===== src/pae_pkg.sv =====
// Constants, codes and carrier types of the process alarm evaluator
package pae_pkg;
  localparam int PAE_DW = 16;
  localparam int PAE_AW = 4;
  localparam int PAE_TW = 5;

  // Alarm type codes
  localparam logic [PAE_TW-1:0] PAE_T_OFF = 5'h00;
  localparam logic [PAE_TW-1:0] PAE_T_BAND = 5'h01;
  localparam logic [PAE_TW-1:0] PAE_T_UPDEV = 5'h02;
  localparam logic [PAE_TW-1:0] PAE_T_LODEV = 5'h03;
  localparam logic [PAE_TW-1:0] PAE_T_RANGE = 5'h04;
  localparam logic [PAE_TW-1:0] PAE_T_BAND_SB = 5'h05;
  localparam logic [PAE_TW-1:0] PAE_T_UPDEV_SB = 5'h06;
  localparam logic [PAE_TW-1:0] PAE_T_LODEV_SB = 5'h07;
  localparam logic [PAE_TW-1:0] PAE_T_ABSHI = 5'h08;
  localparam logic [PAE_TW-1:0] PAE_T_ABSLO = 5'h09;
  localparam logic [PAE_TW-1:0] PAE_T_ABSHI_SB = 5'h0a;
  localparam logic [PAE_TW-1:0] PAE_T_ABSLO_SB = 5'h0b;
  localparam logic [PAE_TW-1:0] PAE_T_LOOP_BREAK = 5'h0c;
  localparam logic [PAE_TW-1:0] PAE_T_RATE = 5'h0d;
  localparam logic [PAE_TW-1:0] PAE_T_SPHI = 5'h0e;
  localparam logic [PAE_TW-1:0] PAE_T_SPLO = 5'h0f;
  localparam logic [PAE_TW-1:0] PAE_T_MVHI = 5'h10;
  localparam logic [PAE_TW-1:0] PAE_T_MVLO = 5'h11;

  // Register word addresses
  localparam logic [PAE_AW-1:0] PAE_A_TYPE = 4'h0;
  localparam logic [PAE_AW-1:0] PAE_A_VALUE = 4'h1;
  localparam logic [PAE_AW-1:0] PAE_A_UPPER = 4'h2;
  localparam logic [PAE_AW-1:0] PAE_A_LOWER = 4'h3;
  localparam logic [PAE_AW-1:0] PAE_A_HYST = 4'h4;
  localparam logic [PAE_AW-1:0] PAE_A_CTRL = 4'h5;
  localparam logic [PAE_AW-1:0] PAE_A_STATUS = 4'h6;

  // Field positions
  localparam int PAE_C_HEATCOOL = 0;
  localparam int PAE_C_SB_RESTART = 1;
  localparam int PAE_S_ALARM = 0;
  localparam int PAE_S_ARMED = 1;
  localparam int PAE_S_OVERLAP = 2;

  // Reset values
  localparam logic [PAE_TW-1:0] PAE_TYPE_RST = 5'h02;
  localparam logic [PAE_DW-1:0] PAE_VALUE_RST = 16'h0000;
  localparam logic [PAE_DW-1:0] PAE_HYST_RST = 16'h0002;

  typedef struct packed {
    logic [PAE_DW-1:0] pv;
    logic [PAE_DW-1:0] sp;
    logic [PAE_DW-1:0] mv_heat;
    logic [PAE_DW-1:0] mv_cool;
  } pae_proc_s;
endpackage

===== src/pae_evaluator.sv =====
// Process alarm evaluator: one alarm channel with register port
//
// Chosen here: strobed register access and the address map.
`timescale 1ns/100ps
`default_nettype none

// Notes on behaviour
// - type 1: alarm outside independent deviation band
// - type 2: alarm when PV above SP by X
// - type 3: alarm when PV below SP by X
// - type 4: alarm while PV inside deviation band
// - types 5,6,7: types 1,2,3 plus standby
// - type 8: alarm when PV above X
// - type 9: alarm when PV below X
// - types 10,11: types 8,9 plus standby
// - type 12 loop break, first channel only
// - type 13: PV rate of change alarm
// - type 14: alarm when SP above X
// - type 15: alarm when SP below X
// - type 16: alarm when MV above X
// - type 17: alarm when MV below X
// - heating/cooling: upper MV alarm uses heating
// - heating/cooling: lower MV alarm uses cooling
// - band types hold separate upper, lower limits
// - standby band: overlapping hysteresis keeps alarm off
// - hysteresis only for types other than 0,12,13
module pae_evaluator
  import pae_pkg::*;
#(
  parameter int CHANNEL = 1
)
(
  input wire logic core_clk,
  input wire logic sys_rst,
  input wire logic [PAE_AW-1:0] reg_addr,
  input wire logic [PAE_DW-1:0] reg_wdata,
  input wire logic reg_wr,
  input wire logic reg_rd,
  output logic [PAE_DW-1:0] reg_rdata,
  input wire logic sample_stb,
  input wire pae_proc_s proc,
  input wire logic loop_break_in,
  output logic alarm_out
);
  localparam int W = PAE_DW + 2;

  // Elaboration check: channels are numbered from 1
  if (CHANNEL < 1)
  begin
    $error("CHANNEL must be 1 or more");
  end

  typedef enum logic {PAE_SB_WAIT, PAE_SB_ARMED} pae_sb_e;

  function automatic logic signed [W-1:0] ext(input logic [PAE_DW-1:0] v);
    ext = {{2{v[PAE_DW-1]}}, v};
  endfunction

  logic [PAE_TW-1:0] type_reg;
  logic [PAE_DW-1:0] value_reg;
  logic [PAE_DW-1:0] upper_reg;
  logic [PAE_DW-1:0] lower_reg;
  logic [PAE_DW-1:0] hyst_reg;
  logic heatcool_reg;
  logic [PAE_DW-1:0] pv_prev_reg;
  logic alarm_reg;
  logic alarm_next;
  logic [PAE_DW-1:0] rdata_reg;
  pae_sb_e sb_reg;
  pae_sb_e sb_next;

  // Register decode
  wire logic wr_type = reg_wr && reg_addr == PAE_A_TYPE;
  wire logic wr_ctrl = reg_wr && reg_addr == PAE_A_CTRL;
  wire logic sb_restart = wr_ctrl && reg_wdata[PAE_C_SB_RESTART];
  wire logic [PAE_TW-1:0] new_type = reg_wdata[PAE_TW-1:0];
  wire logic type_ok = reg_wdata[PAE_DW-1:PAE_TW] == '0 && new_type <= PAE_T_MVLO
    && !(new_type == PAE_T_LOOP_BREAK && CHANNEL != 1);

  // Standby types map onto their plain counterparts
  wire logic is_sb = type_reg == PAE_T_BAND_SB || type_reg == PAE_T_UPDEV_SB
    || type_reg == PAE_T_LODEV_SB || type_reg == PAE_T_ABSHI_SB
    || type_reg == PAE_T_ABSLO_SB;
  wire logic [PAE_TW-1:0] base =
    type_reg == PAE_T_BAND_SB ? PAE_T_BAND :
    type_reg == PAE_T_UPDEV_SB ? PAE_T_UPDEV :
    type_reg == PAE_T_LODEV_SB ? PAE_T_LODEV :
    type_reg == PAE_T_ABSHI_SB ? PAE_T_ABSHI :
    type_reg == PAE_T_ABSLO_SB ? PAE_T_ABSLO : type_reg;

  wire logic hyst_on = type_reg != PAE_T_OFF && type_reg != PAE_T_LOOP_BREAK
    && type_reg != PAE_T_RATE;
  wire logic signed [W-1:0] pv = ext(proc.pv);
  wire logic signed [W-1:0] sp = ext(proc.sp);
  wire logic signed [W-1:0] dev = pv - sp;
  wire logic signed [W-1:0] xv = ext(value_reg);
  wire logic signed [W-1:0] hi = ext(upper_reg);
  wire logic signed [W-1:0] lo = ext(lower_reg);
  wire logic signed [W-1:0] hy = hyst_on ? ext(hyst_reg) : '0;
  wire logic signed [W-1:0] rate = pv - ext(pv_prev_reg);
  // Standard control has a single MV, carried on the heating lane
  wire logic signed [W-1:0] mv_hi = ext(proc.mv_heat);
  wire logic signed [W-1:0] mv_lo = heatcool_reg ? ext(proc.mv_cool)
    : ext(proc.mv_heat);
  wire logic overlap = base == PAE_T_BAND && hi + lo < hy + hy;

  // on_c turns the alarm on, stay_c keeps it on across the hysteresis zone
  logic on_c;
  logic stay_c;
  always_comb
  begin
    on_c = 1'b0;
    stay_c = 1'b0;
    case (base)
      PAE_T_BAND:
      begin
        on_c = dev > hi || dev < -lo;
        stay_c = dev > hi - hy || dev < hy - lo;
      end
      PAE_T_UPDEV:
      begin
        on_c = dev >= xv;
        stay_c = dev >= xv - hy;
      end
      PAE_T_LODEV:
      begin
        on_c = dev <= -xv;
        stay_c = dev <= hy - xv;
      end
      PAE_T_RANGE:
      begin
        on_c = dev <= hi && dev >= -lo;
        stay_c = dev <= hi + hy && dev >= -lo - hy;
      end
      PAE_T_ABSHI:
      begin
        on_c = pv > xv;
        stay_c = pv > xv - hy;
      end
      PAE_T_ABSLO:
      begin
        on_c = pv < xv;
        stay_c = pv < xv + hy;
      end
      PAE_T_LOOP_BREAK:
      begin
        on_c = loop_break_in;
        stay_c = loop_break_in;
      end
      PAE_T_RATE:
      begin
        on_c = xv >= 0 ? rate > xv : rate < xv;
        stay_c = on_c;
      end
      PAE_T_SPHI:
      begin
        on_c = sp > xv;
        stay_c = sp > xv - hy;
      end
      PAE_T_SPLO:
      begin
        on_c = sp < xv;
        stay_c = sp < xv + hy;
      end
      PAE_T_MVHI:
      begin
        on_c = mv_hi > xv;
        stay_c = mv_hi > xv - hy;
      end
      PAE_T_MVLO:
      begin
        on_c = mv_lo < xv;
        stay_c = mv_lo < xv + hy;
      end
      default:
      begin
        on_c = 1'b0;
        stay_c = 1'b0;
      end
    endcase
  end

  wire logic held = is_sb && sb_reg != PAE_SB_ARMED;
  assign alarm_next = (alarm_reg ? stay_c : on_c) && !overlap && !held;

  // Standby: arming (region left) wins over a restart in the same cycle
  wire logic arm_evt = sample_stb && !on_c;
  always_comb
  begin
    sb_next = sb_reg;
    case (sb_reg)
      PAE_SB_WAIT:
        if (arm_evt)
          sb_next = PAE_SB_ARMED;
      PAE_SB_ARMED:
        if ((sb_restart || wr_type) && !arm_evt)
          sb_next = PAE_SB_WAIT;
      default:
        sb_next = PAE_SB_WAIT;
    endcase
  end

  wire logic [PAE_DW-1:0] status = {{(PAE_DW-3){1'b0}}, overlap,
    sb_reg == PAE_SB_ARMED, alarm_reg};
  wire logic [PAE_DW-1:0] rd_mux =
    reg_addr == PAE_A_TYPE ? {{(PAE_DW-PAE_TW){1'b0}}, type_reg} :
    reg_addr == PAE_A_VALUE ? value_reg :
    reg_addr == PAE_A_UPPER ? upper_reg :
    reg_addr == PAE_A_LOWER ? lower_reg :
    reg_addr == PAE_A_HYST ? hyst_reg :
    reg_addr == PAE_A_CTRL ? {{(PAE_DW-1){1'b0}}, heatcool_reg} :
    reg_addr == PAE_A_STATUS ? status : '0;

  always_ff @(posedge core_clk or posedge sys_rst)
  begin
    if (sys_rst)
    begin
      type_reg <= PAE_TYPE_RST;
      value_reg <= PAE_VALUE_RST;
      upper_reg <= PAE_VALUE_RST;
      lower_reg <= PAE_VALUE_RST;
      hyst_reg <= PAE_HYST_RST;
      heatcool_reg <= 1'b0;
    end
    else if (reg_wr)
    begin
      if (wr_type && type_ok)
        type_reg <= new_type;
      if (reg_addr == PAE_A_VALUE)
        value_reg <= reg_wdata;
      if (reg_addr == PAE_A_UPPER)
        upper_reg <= reg_wdata;
      if (reg_addr == PAE_A_LOWER)
        lower_reg <= reg_wdata;
      if (reg_addr == PAE_A_HYST)
        hyst_reg <= reg_wdata;
      if (wr_ctrl)
        heatcool_reg <= reg_wdata[PAE_C_HEATCOOL];
    end
  end

  always_ff @(posedge core_clk or posedge sys_rst)
  begin
    if (sys_rst)
    begin
      alarm_reg <= 1'b0;
      pv_prev_reg <= '0;
      sb_reg <= PAE_SB_WAIT;
      rdata_reg <= '0;
    end
    else
    begin
      sb_reg <= sb_next;
      rdata_reg <= reg_rd ? rd_mux : '0;
      if (sample_stb)
      begin
        alarm_reg <= alarm_next;
        pv_prev_reg <= proc.pv;
      end
    end
  end

  assign alarm_out = alarm_reg;
  assign reg_rdata = rdata_reg;
endmodule

`default_nettype wire


===== config.mk =====
export PLATFORM = sky130hd
export DESIGN_NAME = pae_evaluator
export DESIGN_NICKNAME = d
export VERILOG_FILES = /design/src/pae_pkg.sv /design/src/pae_evaluator.sv
export SDC_FILE = /design/constraint.sdc
export NUM_CORES = 1
export LEC_CHECK = 0
export BUFFER_PORTS_ARGS = -buffer_cell sky130_fd_sc_hd__buf_2
export CAP_MARGIN = 10
export CORE_MARGIN = 1
export CORE_UTILIZATION = 36
export DETAILED_ROUTE_END_ITERATION = 6
export GPL_ROUTABILITY_DRIVEN = 0
export GPL_TIMING_DRIVEN = 0
export PLACE_DENSITY = 0.59
export SLEW_MARGIN = 20
export SYNTH_ARGS = -nofsm -noshare
export SYNTH_HDL_FRONTEND = slang
export SYNTH_SLANG_ARGS = --single-unit
export TNS_END_PERCENT = 5

===== constraint.sdc =====
create_clock -name core_clk -period 5.85 [get_ports core_clk]
set_clock_uncertainty 0.1 [all_clocks]
set_input_delay 0.8775 -clock core_clk [delete_from_list [all_inputs] [get_ports core_clk]]
set_output_delay 0.8775 -clock core_clk [all_outputs]
set_load 0.05 [all_outputs]

==> reports/results.tsv <==
stage	metric	value	unit
worst_setup_path	crit start category	flop	
clock_tree	CTS root buf	clkbuf_16	
worst_setup_path	CP arrival	6.37	ns
drt	Detail Route Antenna Nets	0	
sta	FMAX	163	MHz
power_and_ir_drop	Final Power	0.00708	W
finish	ANT cells	0	
finish	fillers	5750	
floorplan	die height	241	um
clock_tree	hold buffer count at cts	0	
sta	post-route setup slack	-0.300	ns
synth	Post-synth EDFFs	0	
worst_setup_path	critical path peak fanout	7	
clock_tree	CTS tree	yes	
synth	Gate Count Post-Synth	2490	
power_and_ir_drop	Max rail drop VDD	0.000171	V
placement	number of buffers added on ports	103	
worst_setup_path	crit path capture type	flop	
run	number of max-cap violations	0	
placement	placed instance count	3356	
synth	Synth Net Count	3113	
floorplan	die width	241	um
finish	layout cell share with drive strength beyond 1	0.150	
sta	Final Hold Viols	0	
finish	P&R area growth vs syn	13.6	%
clock_tree	# clock sinks	104	
global_routing	All-Layer GR Usage	0.261	
drt	DR vias	20300	
synth	async set-reset flop share out of synthesis	1.00	
global_routing	first-pass GRT wire length	115000	um
run_status	status	finished, violations left	
floorplan	Initial Util	0.365	
clock_tree	Bufs on Longest Clock Path	2	
sta	post-route minimum period	6.15	ns
sta	max_slew headroom	0.267	
synth	Synth cell types	93	
finish	fin nets	3257	
worst_setup_path	slowest CP cell	a211o_4	
synth	Seq/Total Area, Yosys	0.127	
power_and_ir_drop	Power Density	303	nW/um^2
worst_setup_path	Worst Reg2Reg Path Length in Cells	28	
floorplan	Core Area	56400	sq um
sta	final setup vio count	2	
finish	fin cells	3395	
clock_tree	clock buffer count from CTS	9	
synth	synthesized cell area	20600	sq um
run_status	failing checks	negative setup slack	
drt	Pre-antenna DRT Iters	6	
clock_tree	H-Tree Depth	3	
drt	1st-iter DRT viols	1526	
global_routing	grt ovf	0	
sta	count of final max-slew check failures	0	
drt	DRC violations left	0	
global_routing	initial antenna violation count	2	
clock_tree	Clk pin slew, worst setup/hold paths	0.09	ns
worst_setup_path	required time of the critical path	6.07	ns
placement	HPWL Detailed	62200	um
synth	yosys warns	0	
floorplan	io pins	107	
synth	syn_area_per_cell	8.25	sq um
sta	RSZ-0062 raised after global routing	true	
worst_setup_path	crit-path max cell delay	0.46	ns
global_routing	largest net degree at the start of global routing	70	
synth	main flop type after synthesis	dfrtp_1	
drt	drt wl/cell	22.4	um
worst_setup_path	Worst R2R Start	type_reg[0]	
drt	final wirelength	76100	um
global_routing	vias in the first global route	20600	
sta	final critical-path share of the clock period	1.05	
sta	Least-Margin Pin Slew	1.10	ns
drt	routed vias/inst	5.99	
power_and_ir_drop	leakage power total	11.1	nW
worst_setup_path	critical path type	reg -> reg	
worst_hold_path	Hold Path Class	in -> async	
floorplan	die area	58100	sq um
floorplan	Core Rows	87	
worst_setup_path	CP startpoint	type_reg[0]	
clock_tree	Clk Latency, worst-skew pair	0.40	ns
synth	flops & latches, synth	104	
critical path, delay by kind of cell (launching register included):
| family | cells | cell delay (ns) |
|---|---|---|
| and+or+nand+nor | 10 | 2.32 |
| AOI/OAI and AO/OA | 12 | 2.24 |
| adders and majority gates | 3 | 0.72 |
| DFF | 1 | 0.45 |
| buffers and inverters | 2 | 0.14 |
| xor gates and xnor gates | 1 | 0.09 |
cell usage after synthesis (8+ instances only):
library cell  instances  area (sq um)
nor2b_1              50           313
o22ai_1              11          68.8
inv_1               212           796
or3_1                17           106
o21bai_1             30           225
and3_1               19           119
a222oi_1             12           120
o2111ai_1             8          70.1
nand2_1             145           544
a221oi_1              9          78.8
a21o_1               66           495
nor3_1               51           255
nor4_1               19           119
a2111oi_0             9          78.8
mux2_2               87           980
xor2_1               32           280
nand3_1              62           310
a211o_1              11          96.3
xnor2_1             123          1080
o21ai_1              22           110
fa_1                 10           200
o211ai_1              9          67.6
a31oi_1              20           125
o21a_1               32           240
ha_1                523          6540
and2_1               10          62.6
dfrtp_1             102          2550
nand4_1              56           350
a21oi_1             200          1000
a211oi_1             25           188
clkbuf_1             43           161
o21ai_0             125           626
nand2b_1             39           244
nand3b_1              8          60.1
nor2_1              145           544
per-layer routing:
| metal | up-vias | routed length [um] | track usage |
|---|---|---|---|
| li1 | 9493 | - | - |
| met1 | 9901 | 31800 | 0.315 |
| met2 | 768 | 35600 | 0.449 |
| met3 | 178 | 4930 | 0.0383 |
| met4 | 0 | 3750 | 0.129 |
| met5 | - | 0 | 0 |
cell families after synthesis:
| group | Yosys count | share of synthesized area |
|---|---|---|
| AO/OA/AOI/OAI | 680 | 0.216 |
| multiplexers | 94 | 0.0511 |
| AND/OR/NAND/NOR | 656 | 0.161 |
| flip-flops | 104 | 0.127 |
| adder cells (fa/ha/maj) | 540 | 0.332 |
| buffers and inverters | 261 | 0.0480 |
| XOR/XNOR | 155 | 0.0660 |
report_power, final:
group | switching, W | leakage, nW | internal, W | total (W)
Sequential | 0.000269 | 1.30 | 0.000837 | 0.00111
Combinational | 0.00313 | 9.62 | 0.00221 | 0.00533
Clock | 0.000337 | 0.139 | 0.000307 | 0.000644
Total | 0.00373 | 11.1 | 0.00335 | 0.00708
area by class of cell:
| cell class | instances | area, sq um | area share |
|---|---|---|---|
| Tap cell | 756 | 946 | 0.0405 |
| Sequential cell | 104 | 2610 | 0.112 |
| Buffer | 40 | 186 | 0.00798 |
| Clock inverter | 6 | 51.3 | 0.00220 |
| Timing Repair Buffer | 140 | 856 | 0.0366 |
| Inverter | 214 | 822 | 0.0352 |
| Multi-Input combinational cell | 2125 | 17600 | 0.756 |
| Clock buffer | 10 | 239 | 0.0102 |
worst paths after layout:
| path | slack [ns] | end |
|---|---|---|
| max reg2reg | -0.30 | alarm_out |
| min reg2reg | 0.43 | pv_prev_reg[6] |
| max in group asynchronous | 4.56 | type_reg[1] |
| min in group core_clk | 0.43 | pv_prev_reg[6] |
| min | 0.39 | lower_reg[4] |
| max | -0.30 | alarm_out |
stage by stage:
step	instance area (sq um)	util	setup TNS [ns]	setup WS (ns)	hold slack, ns
global placement	22000	0.390	-4.07	-2.30	0.398
floorplan	20600	-	0	0.217	0.385
finish	23400	0.414	-0.319	-0.300	0.389
global route	23400	0.414	-0.672	-0.414	0.415
detailed placement	22200	0.394	-4.04	-2.28	0.414
CTS	23300	0.413	-0.0417	-0.0417	0.400
what timing repair did:
action	in CTS	in global routing
resized for setup	131	10
pin swaps	47	3
setup endpoints to repair	2	2
buffers inserted	28	2
layout by cell type, fill, tap and decap left out, types with 12 or more instances in the layout:
master,Yosys,final
a211oi_1,25,24
a21o_1,66,66
a21oi_1,200,182
a21oi_2,0,17
a222oi_1,12,12
a31oi_1,20,18
and3_1,19,19
buf_2,2,104
buf_4,1,29
clkbuf_1,43,28
dfrtp_1,102,100
ha_1,523,517
inv_1,212,203
mux2_2,87,87
nand2_1,145,134
nand2b_1,39,39
nand3_1,62,60
nand4_1,56,56
nor2_1,145,142
nor2b_1,50,49
nor3_1,51,45
nor4_1,19,17
o21a_1,32,32
o21ai_0,125,120
o21ai_1,22,16
o21bai_1,30,29
or3_1,17,15
xnor2_1,123,112
xor2_1,32,26
Power figures use the tool's default switching activity.
